==> src/rtl/bsi_pkg.sv <==
// Shared constants for the boundary-scan instruction port.
// Assumes the test port and the core logic sit behind one reference clock.
package bsi_pkg;

  localparam int IR_W        = 5;
  localparam int CFG_W       = 32;
  localparam int ID_W        = 32;
  localparam int CELL_BITS   = 3;
  localparam int CELL_IN     = 0;
  localparam int CELL_OUT    = 1;
  localparam int CELL_OE     = 2;
  localparam int FIFO_DEPTH  = 16;
  localparam int SYNC_FIXED  = 3;

  localparam logic [4:0] INS_EXTEST      = 5'h00;
  localparam logic [4:0] INS_SAMPLE      = 5'h01;
  localparam logic [4:0] INS_USER_REG1   = 5'h02;
  localparam logic [4:0] INS_USER_REG2   = 5'h03;
  localparam logic [4:0] INS_CFG_READ    = 5'h04;
  localparam logic [4:0] INS_CFG_WRITE   = 5'h05;
  localparam logic [4:0] INS_INTEST      = 5'h07;
  localparam logic [4:0] INS_USER_CODE   = 5'h08;
  localparam logic [4:0] INS_IDCODE      = 5'h09;
  localparam logic [4:0] INS_OUTPUTS_OFF = 5'h0A;
  localparam logic [4:0] INS_STARTUP     = 5'h0C;
  localparam logic [4:0] INS_BYPASS      = 5'h1F;
  localparam logic [4:0] IR_CAPTURE      = 5'h01;
  localparam logic [4:0] CFG_LAST_BIT    = 5'h1F;

  typedef enum logic [3:0] {
    ST_TLR        = 4'h0,
    ST_IDLE       = 4'h1,
    ST_SEL_DR     = 4'h2,
    ST_CAPTURE_DR = 4'h3,
    ST_SHIFT_DR   = 4'h4,
    ST_EXIT1_DR   = 4'h5,
    ST_PAUSE_DR   = 4'h6,
    ST_EXIT2_DR   = 4'h7,
    ST_UPDATE_DR  = 4'h8,
    ST_SEL_IR     = 4'h9,
    ST_CAPTURE_IR = 4'hA,
    ST_SHIFT_IR   = 4'hB,
    ST_EXIT1_IR   = 4'hC,
    ST_PAUSE_IR   = 4'hD,
    ST_EXIT2_IR   = 4'hE,
    ST_UPDATE_IR  = 4'hF
  } bsi_tap_t;

endpackage : bsi_pkg

==> src/rtl/bsi_sync.sv <==
// Two-flop synchroniser for a bundle of independent levels.
// Assumes each bit is a slow level or a clock far below the sampling rate.
`timescale 1ns/10ps
module bsi_sync #(
  parameter int W = 1
) (
  input  logic         clk,
  input  logic         rst_b,
  input  logic [W-1:0] d,
  output logic [W-1:0] q
);

  logic [W-1:0] meta;

  always_ff @(posedge clk or negedge rst_b) begin
    if (!rst_b) begin
      meta <= '0;
      q    <= '0;
    end else begin
      meta <= d;
      q    <= meta;
    end
  end

endmodule : bsi_sync

==> src/rtl/bsi_fifo.sv <==
// Word FIFO with a registered output stage.
// Assumes DEPTH is a power of two; in_ready falls only when storage is full.
`timescale 1ns/10ps
module bsi_fifo #(
  parameter int W     = 32,
  parameter int DEPTH = 16
) (
  input  logic         clk,
  input  logic         rst_b,
  input  logic         in_valid,
  output logic         in_ready,
  input  logic [W-1:0] in_data,
  output logic         out_valid,
  input  logic         out_ready,
  output logic [W-1:0] out_data
);

  localparam int AW = $clog2(DEPTH);

  logic [W-1:0]  mem [DEPTH];
  logic [AW-1:0] wr_ptr;
  logic [AW-1:0] rd_ptr;
  logic [AW:0]   count;
  logic          push;
  logic          pop;

  assign in_ready = (count != (AW+1)'(DEPTH));
  assign push     = in_valid && in_ready;
  assign pop      = (count != '0) && (!out_valid || out_ready);

  always_ff @(posedge clk) begin
    if (push) begin
      mem[wr_ptr] <= in_data;
    end
  end

  always_ff @(posedge clk or negedge rst_b) begin
    if (!rst_b) begin
      wr_ptr <= '0;
      rd_ptr <= '0;
      count  <= '0;
    end else begin
      if (push) wr_ptr <= wr_ptr + 1'b1;
      if (pop) rd_ptr <= rd_ptr + 1'b1;
      case ({push, pop})
        2'b10:   count <= count + 1'b1;
        2'b01:   count <= count - 1'b1;
        default: count <= count;
      endcase
    end
  end

  always_ff @(posedge clk or negedge rst_b) begin
    if (!rst_b) begin
      out_valid <= 1'b0;
      out_data  <= '0;
    end else if (pop) begin
      out_valid <= 1'b1;
      out_data  <= mem[rd_ptr];
    end else if (out_ready) begin
      out_valid <= 1'b0;
    end
  end

endmodule : bsi_fifo

==> src/rtl/bsi_port.sv <==
// Boundary-scan test access logic: tap controller, instruction decode,
// boundary chain, identification, user and configuration access.
// Assumes the test clock is far slower than ref_clk so its edges are found by sampling.
`timescale 1ns/10ps
module bsi_port
  import bsi_pkg::*;
#(
  parameter int          NUM_IO       = 8,
  parameter int          DEPTH        = bsi_pkg::FIFO_DEPTH,
  parameter logic [31:0] IDCODE_VALUE = 32'h0000_1001  // Arbitrary identification value.
) (
  input  logic                    ref_clk,
  input  logic                    rst_b,
  input  logic                    tck,
  input  logic                    tms,
  input  logic                    tdi,
  output logic                    tdo,
  output logic                    tdo_oe,
  input  logic [NUM_IO-1:0]       io_pin_in,
  output logic [NUM_IO-1:0]       io_pin_out,
  output logic [NUM_IO-1:0]       io_pin_oe,
  input  logic [NUM_IO-1:0]       core_out,
  input  logic [NUM_IO-1:0]       core_oe,
  output logic [NUM_IO-1:0]       core_in,
  input  logic                    config_done,
  input  logic [31:0]             user_code,
  input  logic                    startup_clock_select,
  output logic                    startup_step_pulse,
  output logic                    user_reset,
  output logic                    user_update,
  output logic                    user_shift,
  output logic                    user_sel1,
  output logic                    user_sel2,
  output logic                    user_tdi,
  input  logic                    user_tdo1,
  input  logic                    user_tdo2,
  output logic [bsi_pkg::CFG_W-1:0] cfg_wr_data,
  output logic                    cfg_wr_valid,
  input  logic                    cfg_wr_ready,
  input  logic [bsi_pkg::CFG_W-1:0] cfg_rd_data,
  input  logic                    cfg_rd_valid,
  output logic                    cfg_rd_taken
);

  import bsi_pkg::*;

  localparam int BW = CELL_BITS * NUM_IO;

  logic [NUM_IO+SYNC_FIXED-1:0] sync_q;
  logic                         s_tck;
  logic                         s_tms;
  logic                         s_tdi;
  logic [NUM_IO-1:0]            s_pin;
  logic                         tck_d;
  logic [2:0]                   sync_warm;
  logic                         tck_rise;
  logic                         tck_fall;
  bsi_tap_t                     tap;
  bsi_tap_t                     next_tap;
  logic [IR_W-1:0]              ir_shift;
  logic [IR_W-1:0]              instr;
  logic                         sel_bnd;
  logic                         sel_id;
  logic                         sel_cfg_in;
  logic                         sel_cfg_out;
  logic                         sel_user1;
  logic                         sel_user2;
  logic                         sel_bypass;
  logic                         bypass_bit;
  logic [ID_W-1:0]              id_shift;
  logic [BW-1:0]                bnd_shift;
  logic [BW:0]                  bnd_chain;
  logic [BW-1:0]                bnd_upd;
  logic [NUM_IO-1:0]            bnd_out_v;
  logic [NUM_IO-1:0]            bnd_oe_v;
  logic [NUM_IO-1:0]            bnd_in_v;
  logic [CFG_W-1:0]             cfg_shift;
  logic [4:0]                   cfg_cnt;
  logic                         cfg_pending;
  logic [CFG_W-1:0]             cfg_pend_data;
  logic                         fifo_in_ready;
  logic                         dr_shift_en;
  logic                         cfg_load;
  logic                         next_tdo;

  bsi_sync #(.W(NUM_IO + SYNC_FIXED)) u_sync (
    .clk   (ref_clk),
    .rst_b (rst_b),
    .d     ({io_pin_in, tdi, tms, tck}),
    .q     (sync_q)
  );

  assign s_tck    = sync_q[0];
  assign s_tms    = sync_q[1];
  assign s_tdi    = sync_q[2];
  assign s_pin    = sync_q[NUM_IO+SYNC_FIXED-1:SYNC_FIXED];
  assign tck_rise = s_tck && !tck_d && sync_warm[2];
  assign tck_fall = !s_tck && tck_d && sync_warm[2];

  // Edges count only once the synchroniser and tck_d hold real pin samples; a test
  // clock idling high would otherwise look like a rise just after reset.
  always_ff @(posedge ref_clk or negedge rst_b) begin
    if (!rst_b) begin
      tck_d     <= 1'b0;
      sync_warm <= '0;
    end else begin
      tck_d     <= s_tck;
      sync_warm <= {sync_warm[1:0], 1'b1};
    end
  end

  always_comb begin
    case (tap)
      ST_TLR:        next_tap = s_tms ? ST_TLR : ST_IDLE;
      ST_IDLE:       next_tap = s_tms ? ST_SEL_DR : ST_IDLE;
      ST_SEL_DR:     next_tap = s_tms ? ST_SEL_IR : ST_CAPTURE_DR;
      ST_CAPTURE_DR: next_tap = s_tms ? ST_EXIT1_DR : ST_SHIFT_DR;
      ST_SHIFT_DR:   next_tap = s_tms ? ST_EXIT1_DR : ST_SHIFT_DR;
      ST_EXIT1_DR:   next_tap = s_tms ? ST_UPDATE_DR : ST_PAUSE_DR;
      ST_PAUSE_DR:   next_tap = s_tms ? ST_EXIT2_DR : ST_PAUSE_DR;
      ST_EXIT2_DR:   next_tap = s_tms ? ST_UPDATE_DR : ST_SHIFT_DR;
      ST_UPDATE_DR:  next_tap = s_tms ? ST_SEL_DR : ST_IDLE;
      ST_SEL_IR:     next_tap = s_tms ? ST_TLR : ST_CAPTURE_IR;
      ST_CAPTURE_IR: next_tap = s_tms ? ST_EXIT1_IR : ST_SHIFT_IR;
      ST_SHIFT_IR:   next_tap = s_tms ? ST_EXIT1_IR : ST_SHIFT_IR;
      ST_EXIT1_IR:   next_tap = s_tms ? ST_UPDATE_IR : ST_PAUSE_IR;
      ST_PAUSE_IR:   next_tap = s_tms ? ST_EXIT2_IR : ST_PAUSE_IR;
      ST_EXIT2_IR:   next_tap = s_tms ? ST_UPDATE_IR : ST_SHIFT_IR;
      ST_UPDATE_IR:  next_tap = s_tms ? ST_SEL_DR : ST_IDLE;
      default:       next_tap = ST_TLR;
    endcase
  end

  always_ff @(posedge ref_clk or negedge rst_b) begin
    if (!rst_b)        tap <= ST_TLR;
    else if (tck_rise) tap <= next_tap;
  end

  // The reset value is IDCODE so identification works with no configuration loaded.
  always_ff @(posedge ref_clk or negedge rst_b) begin
    if (!rst_b) begin
      ir_shift <= IR_CAPTURE;
      instr    <= INS_IDCODE;
    end else if (tck_rise) begin
      case (tap)
        ST_TLR:        instr    <= INS_IDCODE;
        ST_CAPTURE_IR: ir_shift <= IR_CAPTURE;
        ST_SHIFT_IR:   ir_shift <= {s_tdi, ir_shift[IR_W-1:1]};
        ST_UPDATE_IR:  instr    <= ir_shift;
        default:       ir_shift <= ir_shift;
      endcase
    end
  end

  // Decode does not look at config_done except for the user code, which only exists once loaded.
  always_comb begin
    sel_bnd     = 1'b0;
    sel_id      = 1'b0;
    sel_cfg_in  = 1'b0;
    sel_cfg_out = 1'b0;
    sel_user1   = 1'b0;
    sel_user2   = 1'b0;
    sel_bypass  = 1'b0;
    case (instr)
      INS_EXTEST, INS_SAMPLE, INS_INTEST: sel_bnd = 1'b1;
      INS_IDCODE:    sel_id      = 1'b1;
      INS_USER_CODE: begin
        sel_id     = config_done;
        sel_bypass = !config_done;
      end
      INS_USER_REG1: sel_user1   = 1'b1;
      INS_USER_REG2: sel_user2   = 1'b1;
      INS_CFG_WRITE: sel_cfg_in  = 1'b1;
      INS_CFG_READ:  sel_cfg_out = 1'b1;
      default:       sel_bypass  = 1'b1;
    endcase
  end

  assign dr_shift_en = tck_rise && (tap == ST_SHIFT_DR);

  always_ff @(posedge ref_clk or negedge rst_b) begin
    if (!rst_b) begin
      bypass_bit <= 1'b0;
      id_shift   <= '0;
    end else if (tck_rise && tap == ST_CAPTURE_DR) begin
      bypass_bit <= 1'b0;
      id_shift   <= (instr == INS_USER_CODE) ? user_code : IDCODE_VALUE;
    end else if (dr_shift_en) begin
      bypass_bit <= s_tdi;
      id_shift   <= {s_tdi, id_shift[ID_W-1:1]};
    end
  end

  // Capture takes the core's own drive for every cell whatever its role, so
  // unused cells show any internal signal routed to them.
  assign bnd_chain = {s_tdi, bnd_shift};

  genvar gi;
  generate
    for (gi = 0; gi < NUM_IO; gi++) begin : g_cell
      assign bnd_in_v[gi]  = bnd_upd[CELL_BITS*gi + CELL_IN];
      assign bnd_out_v[gi] = bnd_upd[CELL_BITS*gi + CELL_OUT];
      assign bnd_oe_v[gi]  = bnd_upd[CELL_BITS*gi + CELL_OE];

      always_ff @(posedge ref_clk or negedge rst_b) begin
        if (!rst_b) begin
          bnd_shift[CELL_BITS*gi +: CELL_BITS] <= '0;
        end else if (tck_rise && tap == ST_CAPTURE_DR && sel_bnd) begin
          bnd_shift[CELL_BITS*gi + CELL_IN]  <= s_pin[gi];
          bnd_shift[CELL_BITS*gi + CELL_OUT] <= core_out[gi];
          bnd_shift[CELL_BITS*gi + CELL_OE]  <= core_oe[gi];
        end else if (dr_shift_en && sel_bnd) begin
          bnd_shift[CELL_BITS*gi +: CELL_BITS] <=
            bnd_chain[CELL_BITS*gi + 1 +: CELL_BITS];
        end
      end

      // Drive depends only on the instruction, never on configuration state.
      always_ff @(posedge ref_clk or negedge rst_b) begin
        if (!rst_b) begin
          io_pin_out[gi] <= 1'b0;
          io_pin_oe[gi]  <= 1'b0;
          core_in[gi]    <= 1'b0;
        end else begin
          io_pin_out[gi] <= (instr == INS_EXTEST) ? bnd_out_v[gi] : core_out[gi];
          io_pin_oe[gi]  <= (instr == INS_OUTPUTS_OFF) ? 1'b0 :
                            (instr == INS_EXTEST) ? bnd_oe_v[gi] : core_oe[gi];
          core_in[gi]    <= (instr == INS_INTEST) ? bnd_in_v[gi] : s_pin[gi];
        end
      end
    end
  endgenerate

  always_ff @(posedge ref_clk or negedge rst_b) begin
    if (!rst_b)                                         bnd_upd <= '0;
    else if (tck_rise && tap == ST_UPDATE_DR && sel_bnd) bnd_upd <= bnd_shift;
  end

  // A full word waits in cfg_pending while the FIFO is full; shifting is frozen
  // meanwhile, so the test controller must slow down rather than lose bits.
  assign cfg_load = (tck_rise && tap == ST_CAPTURE_DR && sel_cfg_out) ||
                    (dr_shift_en && sel_cfg_out && cfg_cnt == CFG_LAST_BIT);

  always_ff @(posedge ref_clk or negedge rst_b) begin
    if (!rst_b) begin
      cfg_shift     <= '0;
      cfg_cnt       <= '0;
      cfg_pending   <= 1'b0;
      cfg_pend_data <= '0;
      cfg_rd_taken  <= 1'b0;
    end else begin
      cfg_rd_taken <= cfg_load && cfg_rd_valid;
      if (cfg_pending && fifo_in_ready) cfg_pending <= 1'b0;
      if (tck_rise && tap == ST_CAPTURE_DR) cfg_cnt <= '0;
      if (cfg_load) begin
        cfg_shift <= cfg_rd_valid ? cfg_rd_data : '0;
        cfg_cnt   <= '0;
      end else if (dr_shift_en && (sel_cfg_out || (sel_cfg_in && !cfg_pending))) begin
        cfg_shift <= {s_tdi, cfg_shift[CFG_W-1:1]};
        cfg_cnt   <= cfg_cnt + 1'b1;
        if (sel_cfg_in && cfg_cnt == CFG_LAST_BIT) begin
          cfg_pending   <= 1'b1;
          cfg_pend_data <= {s_tdi, cfg_shift[CFG_W-1:1]};
        end
      end
    end
  end

  bsi_fifo #(.W(CFG_W), .DEPTH(DEPTH)) u_fifo (
    .clk       (ref_clk),
    .rst_b     (rst_b),
    .in_valid  (cfg_pending),
    .in_ready  (fifo_in_ready),
    .in_data   (cfg_pend_data),
    .out_valid (cfg_wr_valid),
    .out_ready (cfg_wr_ready),
    .out_data  (cfg_wr_data)
  );

  always_comb begin
    next_tdo = bypass_bit;
    if (tap == ST_SHIFT_IR)   next_tdo = ir_shift[0];
    else if (sel_bnd)         next_tdo = bnd_shift[0];
    else if (sel_id)          next_tdo = id_shift[0];
    else if (sel_cfg_in)      next_tdo = cfg_shift[0];
    else if (sel_cfg_out)     next_tdo = cfg_shift[0];
    else if (sel_user1)       next_tdo = user_tdo1;
    else if (sel_user2)       next_tdo = user_tdo2;
  end

  always_ff @(posedge ref_clk or negedge rst_b) begin
    if (!rst_b) begin
      tdo    <= 1'b0;
      tdo_oe <= 1'b0;
    end else if (tck_fall) begin
      tdo    <= next_tdo;
      tdo_oe <= (tap == ST_SHIFT_IR) || (tap == ST_SHIFT_DR);
    end
  end

  always_ff @(posedge ref_clk or negedge rst_b) begin
    if (!rst_b) begin
      user_reset  <= 1'b1;
      user_update <= 1'b0;
      user_shift  <= 1'b0;
      user_sel1   <= 1'b0;
      user_sel2   <= 1'b0;
      user_tdi    <= 1'b0;
    end else begin
      user_reset  <= (tap == ST_TLR);
      user_update <= (tap == ST_UPDATE_DR);
      user_shift  <= (tap == ST_SHIFT_DR);
      user_sel1   <= sel_user1;
      user_sel2   <= sel_user2;
      user_tdi    <= s_tdi;
    end
  end

  always_ff @(posedge ref_clk or negedge rst_b) begin
    if (!rst_b) startup_step_pulse <= 1'b0;
    else        startup_step_pulse <= tck_rise && tap == ST_IDLE &&
                                      instr == INS_STARTUP && startup_clock_select;
  end
endmodule : bsi_port

==> config.mk <==
export PLATFORM = sky130hd
export DESIGN_NAME = bsi_port
export DESIGN_NICKNAME = d
export VERILOG_FILES = /design/src/rtl/bsi_pkg.sv /design/src/rtl/bsi_sync.sv /design/src/rtl/bsi_fifo.sv /design/src/rtl/bsi_port.sv
export SDC_FILE = /design/constraint.sdc
export NUM_CORES = 1
export LEC_CHECK = 0
export BUFFER_PORTS_ARGS = -buffer_cell sky130_fd_sc_hd__buf_2
export CAP_MARGIN = 20
export CORE_AREA = 4 4 252 254
export DETAILED_ROUTE_END_ITERATION = 16
export DIE_AREA = 0 0 256 258
export GPL_ROUTABILITY_DRIVEN = 0
export GPL_TIMING_DRIVEN = 0
export PLACE_DENSITY = 0.72
export SLEW_MARGIN = 20
export SYNTH_ARGS = -nofsm -noshare
export SYNTH_HDL_FRONTEND = slang
export SYNTH_SLANG_ARGS = --single-unit
==> constraint.sdc <==
create_clock -name ref_clk -period 8.6 [get_ports ref_clk]
set_clock_uncertainty 0.15 [all_clocks]
set_input_delay 1.29 -clock ref_clk [delete_from_list [all_inputs] [get_ports ref_clk]]
set_output_delay 1.29 -clock ref_clk [all_outputs]
set_load 0.02 [all_outputs]
# Yosys cells after proc, flatten, opt, wreduce, memory -nomap -nowiden
# Memories as Yosys holds them, arrays and structs flattened. A register that Yosys moved wholly into a read port is not among the register bits.
# Cells that the tools add are included.
# word_totals
rom_bits,0
ram_bits,512
out_inout_bits,67
latchBits,0
mem_count,1
reg_bits,239
in_bits,99
# mem_list
name,words,word_bits,rd,rd_ports_with_merged_regs,write_ports,line,text
u_fifo.mem,16,32,1,1,1,bsi_fifo.sv:20,logic [W-1:0] mem [DEPTH];
# classes
shift,0
mul,0
reduce_logical,49
div_mod_pow,0
n_lt_le_gt_ge,0
bitwise,1
add_sub_neg,5
mux,96
eq_ne,29
# op_table
operator,n
two-way mux 32 bit,6
two-way mux 1 bit,57
two-way mux 3 bit,18
case mux 4 bit (12 select lines),1
== test 4 bit (second input constant),8
case mux 5 bit (2 select lines),3
logical AND 1 bit,22
== test 5 x 4 -> 1 bit (second input constant),4
== test 4 x 3 -> 1 bit (second input constant),4
two-way mux 4 bit,4
== test 5 x 3 -> 1 bit (second input constant),3
two-way mux 5 bit,3
nonzero test 2 bit,7
adder 5 x 1 -> 5 bit (second input constant),2
== test 5 x 2 -> 1 bit (second input constant),2
adder 4 x 1 -> 4 bit (second input constant),2
== test 4 x 2 -> 1 bit (second input constant),2
two-way mux 2 bit,3
OR reduction 3 bit,2
== test 5 x 1 -> 1 bit (second input constant),1
== test 5 bit (second input constant),1
zero test 1 bit,5
zero test 5 bit,1
!= test 5 bit (second input constant),1
other kinds (13),18

# Logic depth before layout (Yosys ltp)
# logic_depth
depth_word,9
ltp_mapped,14
mapped_depth_nobuf,11

# Modules after synthesis
# Synthesis repeated with hierarchy kept, for this count alone.
# hier_totals
cells_unflattened,1832
area_unflattened_um2,30683.2
# modules_own_cells
mod,seq_area_each_um2,instances,cells_each,area_per_inst_um2
bsi_fifo,16525.8,1,954,21242.9
bsi_port,5084.9,1,856,8889.8
bsi_sync,550.5,1,22,550.5

# Worst setup path before layout
# No wires, ideal clock.
# synth_path
path_type,reg-to-reg
start,register u_fifo.count[1]
end,"memory u_fifo.mem[3][0], enable pin"
path_stages_with_launch,6
arrival_time_ns,3.501
required_time_ns,7.989
n_path_buf,1
path_slack_ns,4.488
cell_sequence,dfrtp_1 > clkbuf_1 > nor4_1 > a21boi_1 > nand2_1 > nor3_1
# synth_between
elab_chain_len,4
# synth_lines
element,line,text
start: declaration,bsi_fifo.sv:23,logic [AW:0] count;
start signal: assignment,bsi_fifo.sv:46,2'b10: count <= count + 1'b1;
start signal: assignment,bsi_fifo.sv:47,2'b01: count <= count - 1'b1;
start signal: assignment,bsi_fifo.sv:48,default: count <= count;
!= test 5 bit,bsi_fifo.sv:27,assign in_ready = (count != (AW+1)'(DEPTH));
logical AND 1 bit,bsi_fifo.sv:28,assign push = in_valid && in_ready;
two-way mux 1 bit,bsi_fifo.sv:32,if (push) begin
two-way mux 1 bit (not written as such),bsi_fifo.sv:33,mem[wr_ptr] <= in_data;
end: declaration,bsi_fifo.sv:20,
# No other way between the ends.

# Final worst setup path
# layout_path
start,input port cfg_wr_ready
end,register u_fifo.count[4]
# layout_between
elab_chain_len,4
# layout_lines
element,line,text
start: declaration,bsi_port.sv:39,"input logic cfg_wr_ready,"
logical OR 1 bit *,bsi_fifo.sv:29,assign pop = (count != '0) && (!out_valid || out_ready);
logical AND 1 bit *,bsi_fifo.sv:29,
net u_fifo.pop,bsi_fifo.sv:25,logic pop;
== test 2 x 1 -> 1 bit / == test 2 bit (equally long branches),bsi_fifo.sv:45,"case ({push, pop})"
case mux 5 bit (2 select lines) / nonzero test 2 bit (equally long branches),-,
# The timed path passes the listed nets; every way through them passes the cells marked *.
# A chain may end at the register's enable or synchronous reset.

==> results.json <==
{
  "final_core_util_pct": 57.8,
  "synth_compound_gate_area_share_pct": 6.01,
  "end_kind": "flop",
  "grt_pass1_vias": 18139,
  "synth.mux.area_fraction_pct": 13.1,
  "routed_wirelength_mm": 73.8,
  "die-area_um2": 66000,
  "synth_seq_cells": 783,
  "async_reset_ff_share_pct": 34.6,
  "drtIter0Drc": 2106,
  "vias": 17714,
  "cp-endpoint": "u_fifo.count[4]",
  "min_period_ps": 3670,
  "r2r-end": "u_fifo.count[4]",
  "setup_slack_ps": 4930,
  "ioPinCount": 166,
  "max_cap_viol_count": 0,
  "clk_latency_ps": 630,
  "critPathKind": "input port to flop",
  "synth_warnings": 0,
  "clk_pin_slew_ps": 60,
  "cp-startpoint": "cfg_wr_ready",
  "p_total_mw": 9.17,
  "yosys.area.top_type_share_pct": 50.5,
  "fin_cells": 2913,
  "cp_data_arrival_time_ps": 4030,
  "tightest_slew_ps": 1090,
  "cts_hold_buf": 0,
  "drv_slew": 0,
  "synth_area_um2": 30400,
  "synth_simple_gate_area_share_pct": 4.91,
  "cts_root_buffer": "clkbuf_16",
  "hp-class": "flop to flop",
  "vias_per_cell": 6.08,
  "powerDensity_nw_per_um2": 259,
  "postLayoutCellArea_um2": 35400,
  "rows": 91,
  "cts_buffers": 79,
  "drtPass1Iterations": 6,
  "clk_path_buf_depth": 3,
  "yosys.area.top_type": "edfxtp_1",
  "yosysSeqAreaShare_pct": 72.9,
  "post_cts_resize_count": 0,
  "die_h_um": 258,
  "cts_setup_buffers": 0,
  "max-vdd-ir-drop_mv": 0.204,
  "synthTopCellsByCount": "edfxtp_1 (512), dfrtp_1 (267), mux4_2 (128), nand2_1 (127), o22ai_1 (92)",
  "grt_max_degree": 94,
  "grt_use_total_pct": 22.3,
  "critPathLaunchType": "input port",
  "setup_tns_ps": 0,
  "holdWs_ps": 195,
  "htree_num_levels": 3,
  "n_fill_cell": 4520,
  "syn_nets": 1885,
  "start_util_pct": 49.7,
  "avgSynthCellArea_um2": 17.1,
  "outcome": "completed",
  "synth_edf_count": 512,
  "crit_required_ps": 8960,
  "io_buffers": 164,
  "leakage_nw": 11.8,
  "fin_crit_sh_pct": 42.7,
  "drtAntennaViolNets": 0,
  "synth_area_leaders": "edfxtp_1 (51%), dfrtp_1 (22%), mux4_2 (9.5%)",
  "grt-ovfl-total": 0,
  "relSlewSlack_pct": 27.4,
  "reg2reg_from": "u_fifo.count[1]",
  "grt_antenna_before_repair": 8,
  "post_dp_cell_area_um2": 32800,
  "synth_xor_area_share_pct": 0.403,
  "cp_max_fo": 11,
  "syn_inst": 1776,
  "synth_ff_type": "edfxtp_1",
  "area_growth_pct": 16.3,
  "fin_nets": 2163,
  "finalSetupViolations": 0,
  "grt_pass1_wl_mm": 112,
  "fp.dieW_um": 256,
  "reg2reg_slack_ps": 4960,
  "drive_gt1_share_pct": 28.4,
  "place_inst": 2763,
  "hold_viol_final": 0,
  "pre_cts_ws_ps": 4360,
  "dp_hpwl_mm": 49.2,
  "yosysMostFrequentCell": "edfxtp_1",
  "wire_per_inst_um": 25.3,
  "drc": 0,
  "fmax_ghz": 0.273,
  "grt_setup_unrepaired": "false",
  "r2r_cells": 14,
  "yosys.area_share.adder_pct": 0.411,
  "cts_tree": "yes",
  "ys_types": 68,
  "synth_top_family_by_area": "multiplexers",
  "cts.sinks": 783,
  "core_um2": 61300
}
[final cells by class]
| class | instances | area, µm² | area share [%] |
|---|---|---|---|
| flip-flops and latches | 783 | 22200 | 62.6 |
| clock inverters | 38 | 395 | 1.12 |
| inverters | 34 | 128 | 0.361 |
| repair buffers | 197 | 1280 | 3.61 |
| plain buffers | 115 | 573 | 1.62 |
| multi-input cells | 844 | 7670 | 21.7 |
| well taps | 790 | 988 | 2.79 |
| diodes | 3 | 7.51 | 0.0212 |
| clock buffers | 109 | 2180 | 6.16 |
[logic make-up (layout without fill, tap and decap cells)]
| logic type | count (synthesis) | after routing |
|---|---|---|
| xor gates and xnor gates | 14 | 14 |
| adders and majority gates | 10 | 10 |
| and+or+nand+nor | 311 | 311 |
| DFF | 783 | 783 |
| AOI/OAI and AO/OA | 282 | 282 |
| muxes | 226 | 226 |
| other | 1 | 4 |
| buffers and inverters | 149 | 493 |
[worst min path at each step]
stage	startpoint	endpoint	slack, ps	depth (start not counted)
final	u_sync.meta[8]	u_sync.q[8]	200	0
after global routing	u_sync.meta[8]	u_sync.q[8]	210	0
after CTS	u_sync.meta[8]	u_sync.q[8]	200	0
after detailed placement	u_sync.meta[3]	u_sync.q[3]	190	0
after global placement	sync_warm[0]	sync_warm[1]	180	0
after floorplan	sync_warm[0]	sync_warm[1]	180	0
[state kept, by name, summed over array words and instances, names as in the netlist, 5 cells and up]
register	flops
u_fifo.mem	512
cfg_pend_data	32
cfg_shift	32
id_shift	32
u_fifo.out_data	32
bnd_chain	24
bnd_upd	24
u_sync.meta	11
u_sync.q	11
core_in	8
io_pin_oe	8
io_pin_out	8
cfg_cnt	5
instr	5
ir_shift	5
u_fifo.count	5
[layout by cell type (no fill, tap or decap), types with 8 or more instances in the layout]
cell,netlist,layout
a21oi_1,52,52
a222oi_1,30,30
a31oi_1,35,35
buf_12,0,12
buf_2,39,202
buf_4,6,23
buf_6,9,11
clkbuf_1,56,77
clkbuf_16,0,80
clkinv_1,0,11
clkinv_2,0,10
dfrtp_1,267,267
edfxtp_1,512,512
ha_1,10,10
inv_1,34,34
mux2_1,29,29
mux2_2,69,69
mux4_2,128,128
nand2_1,127,127
nand2b_1,11,11
nand3_1,43,43
nor2_1,66,54
nor2_4,0,12
nor2b_1,8,8
o21ai_0,36,36
o21ai_1,9,9
o22ai_1,92,92
[critical path, cell delays in order]
cell and delay [ps]:
buf_2 70, nand2b_1 110, o21a_1 130, buf_2 260
clkbuf_1 680, ha_1 260, clkbuf_1 290, xor2_1 180
ha_1 250, nand3b_1 100, a21oi_1 170, nand2_1 90
xnor2_1 130
[per-layer routing]
| metal | up-vias | part of all wire [%] | track usage (%) | routed length (µm) |
|---|---|---|---|---|
| li1 | 7521 | - | - | - |
| met1 | 9188 | 40 | 30.3 | 29200 |
| met2 | 849 | 49 | 36.2 | 36000 |
| met3 | 148 | 8.8 | 5.65 | 6510 |
| met4 | 8 | 2.8 | 6.63 | 2050 |
| met5 | - | 0.066 | 0 | 49 |
[power breakdown]
part	internal [mW]	switching, mW	total, mW
combinational	0.554	0.939	1.49
sequential	4.15	0.126	4.28
clock	1.97	1.43	3.40
No activity file was read; power rests on OpenSTA's default activity.
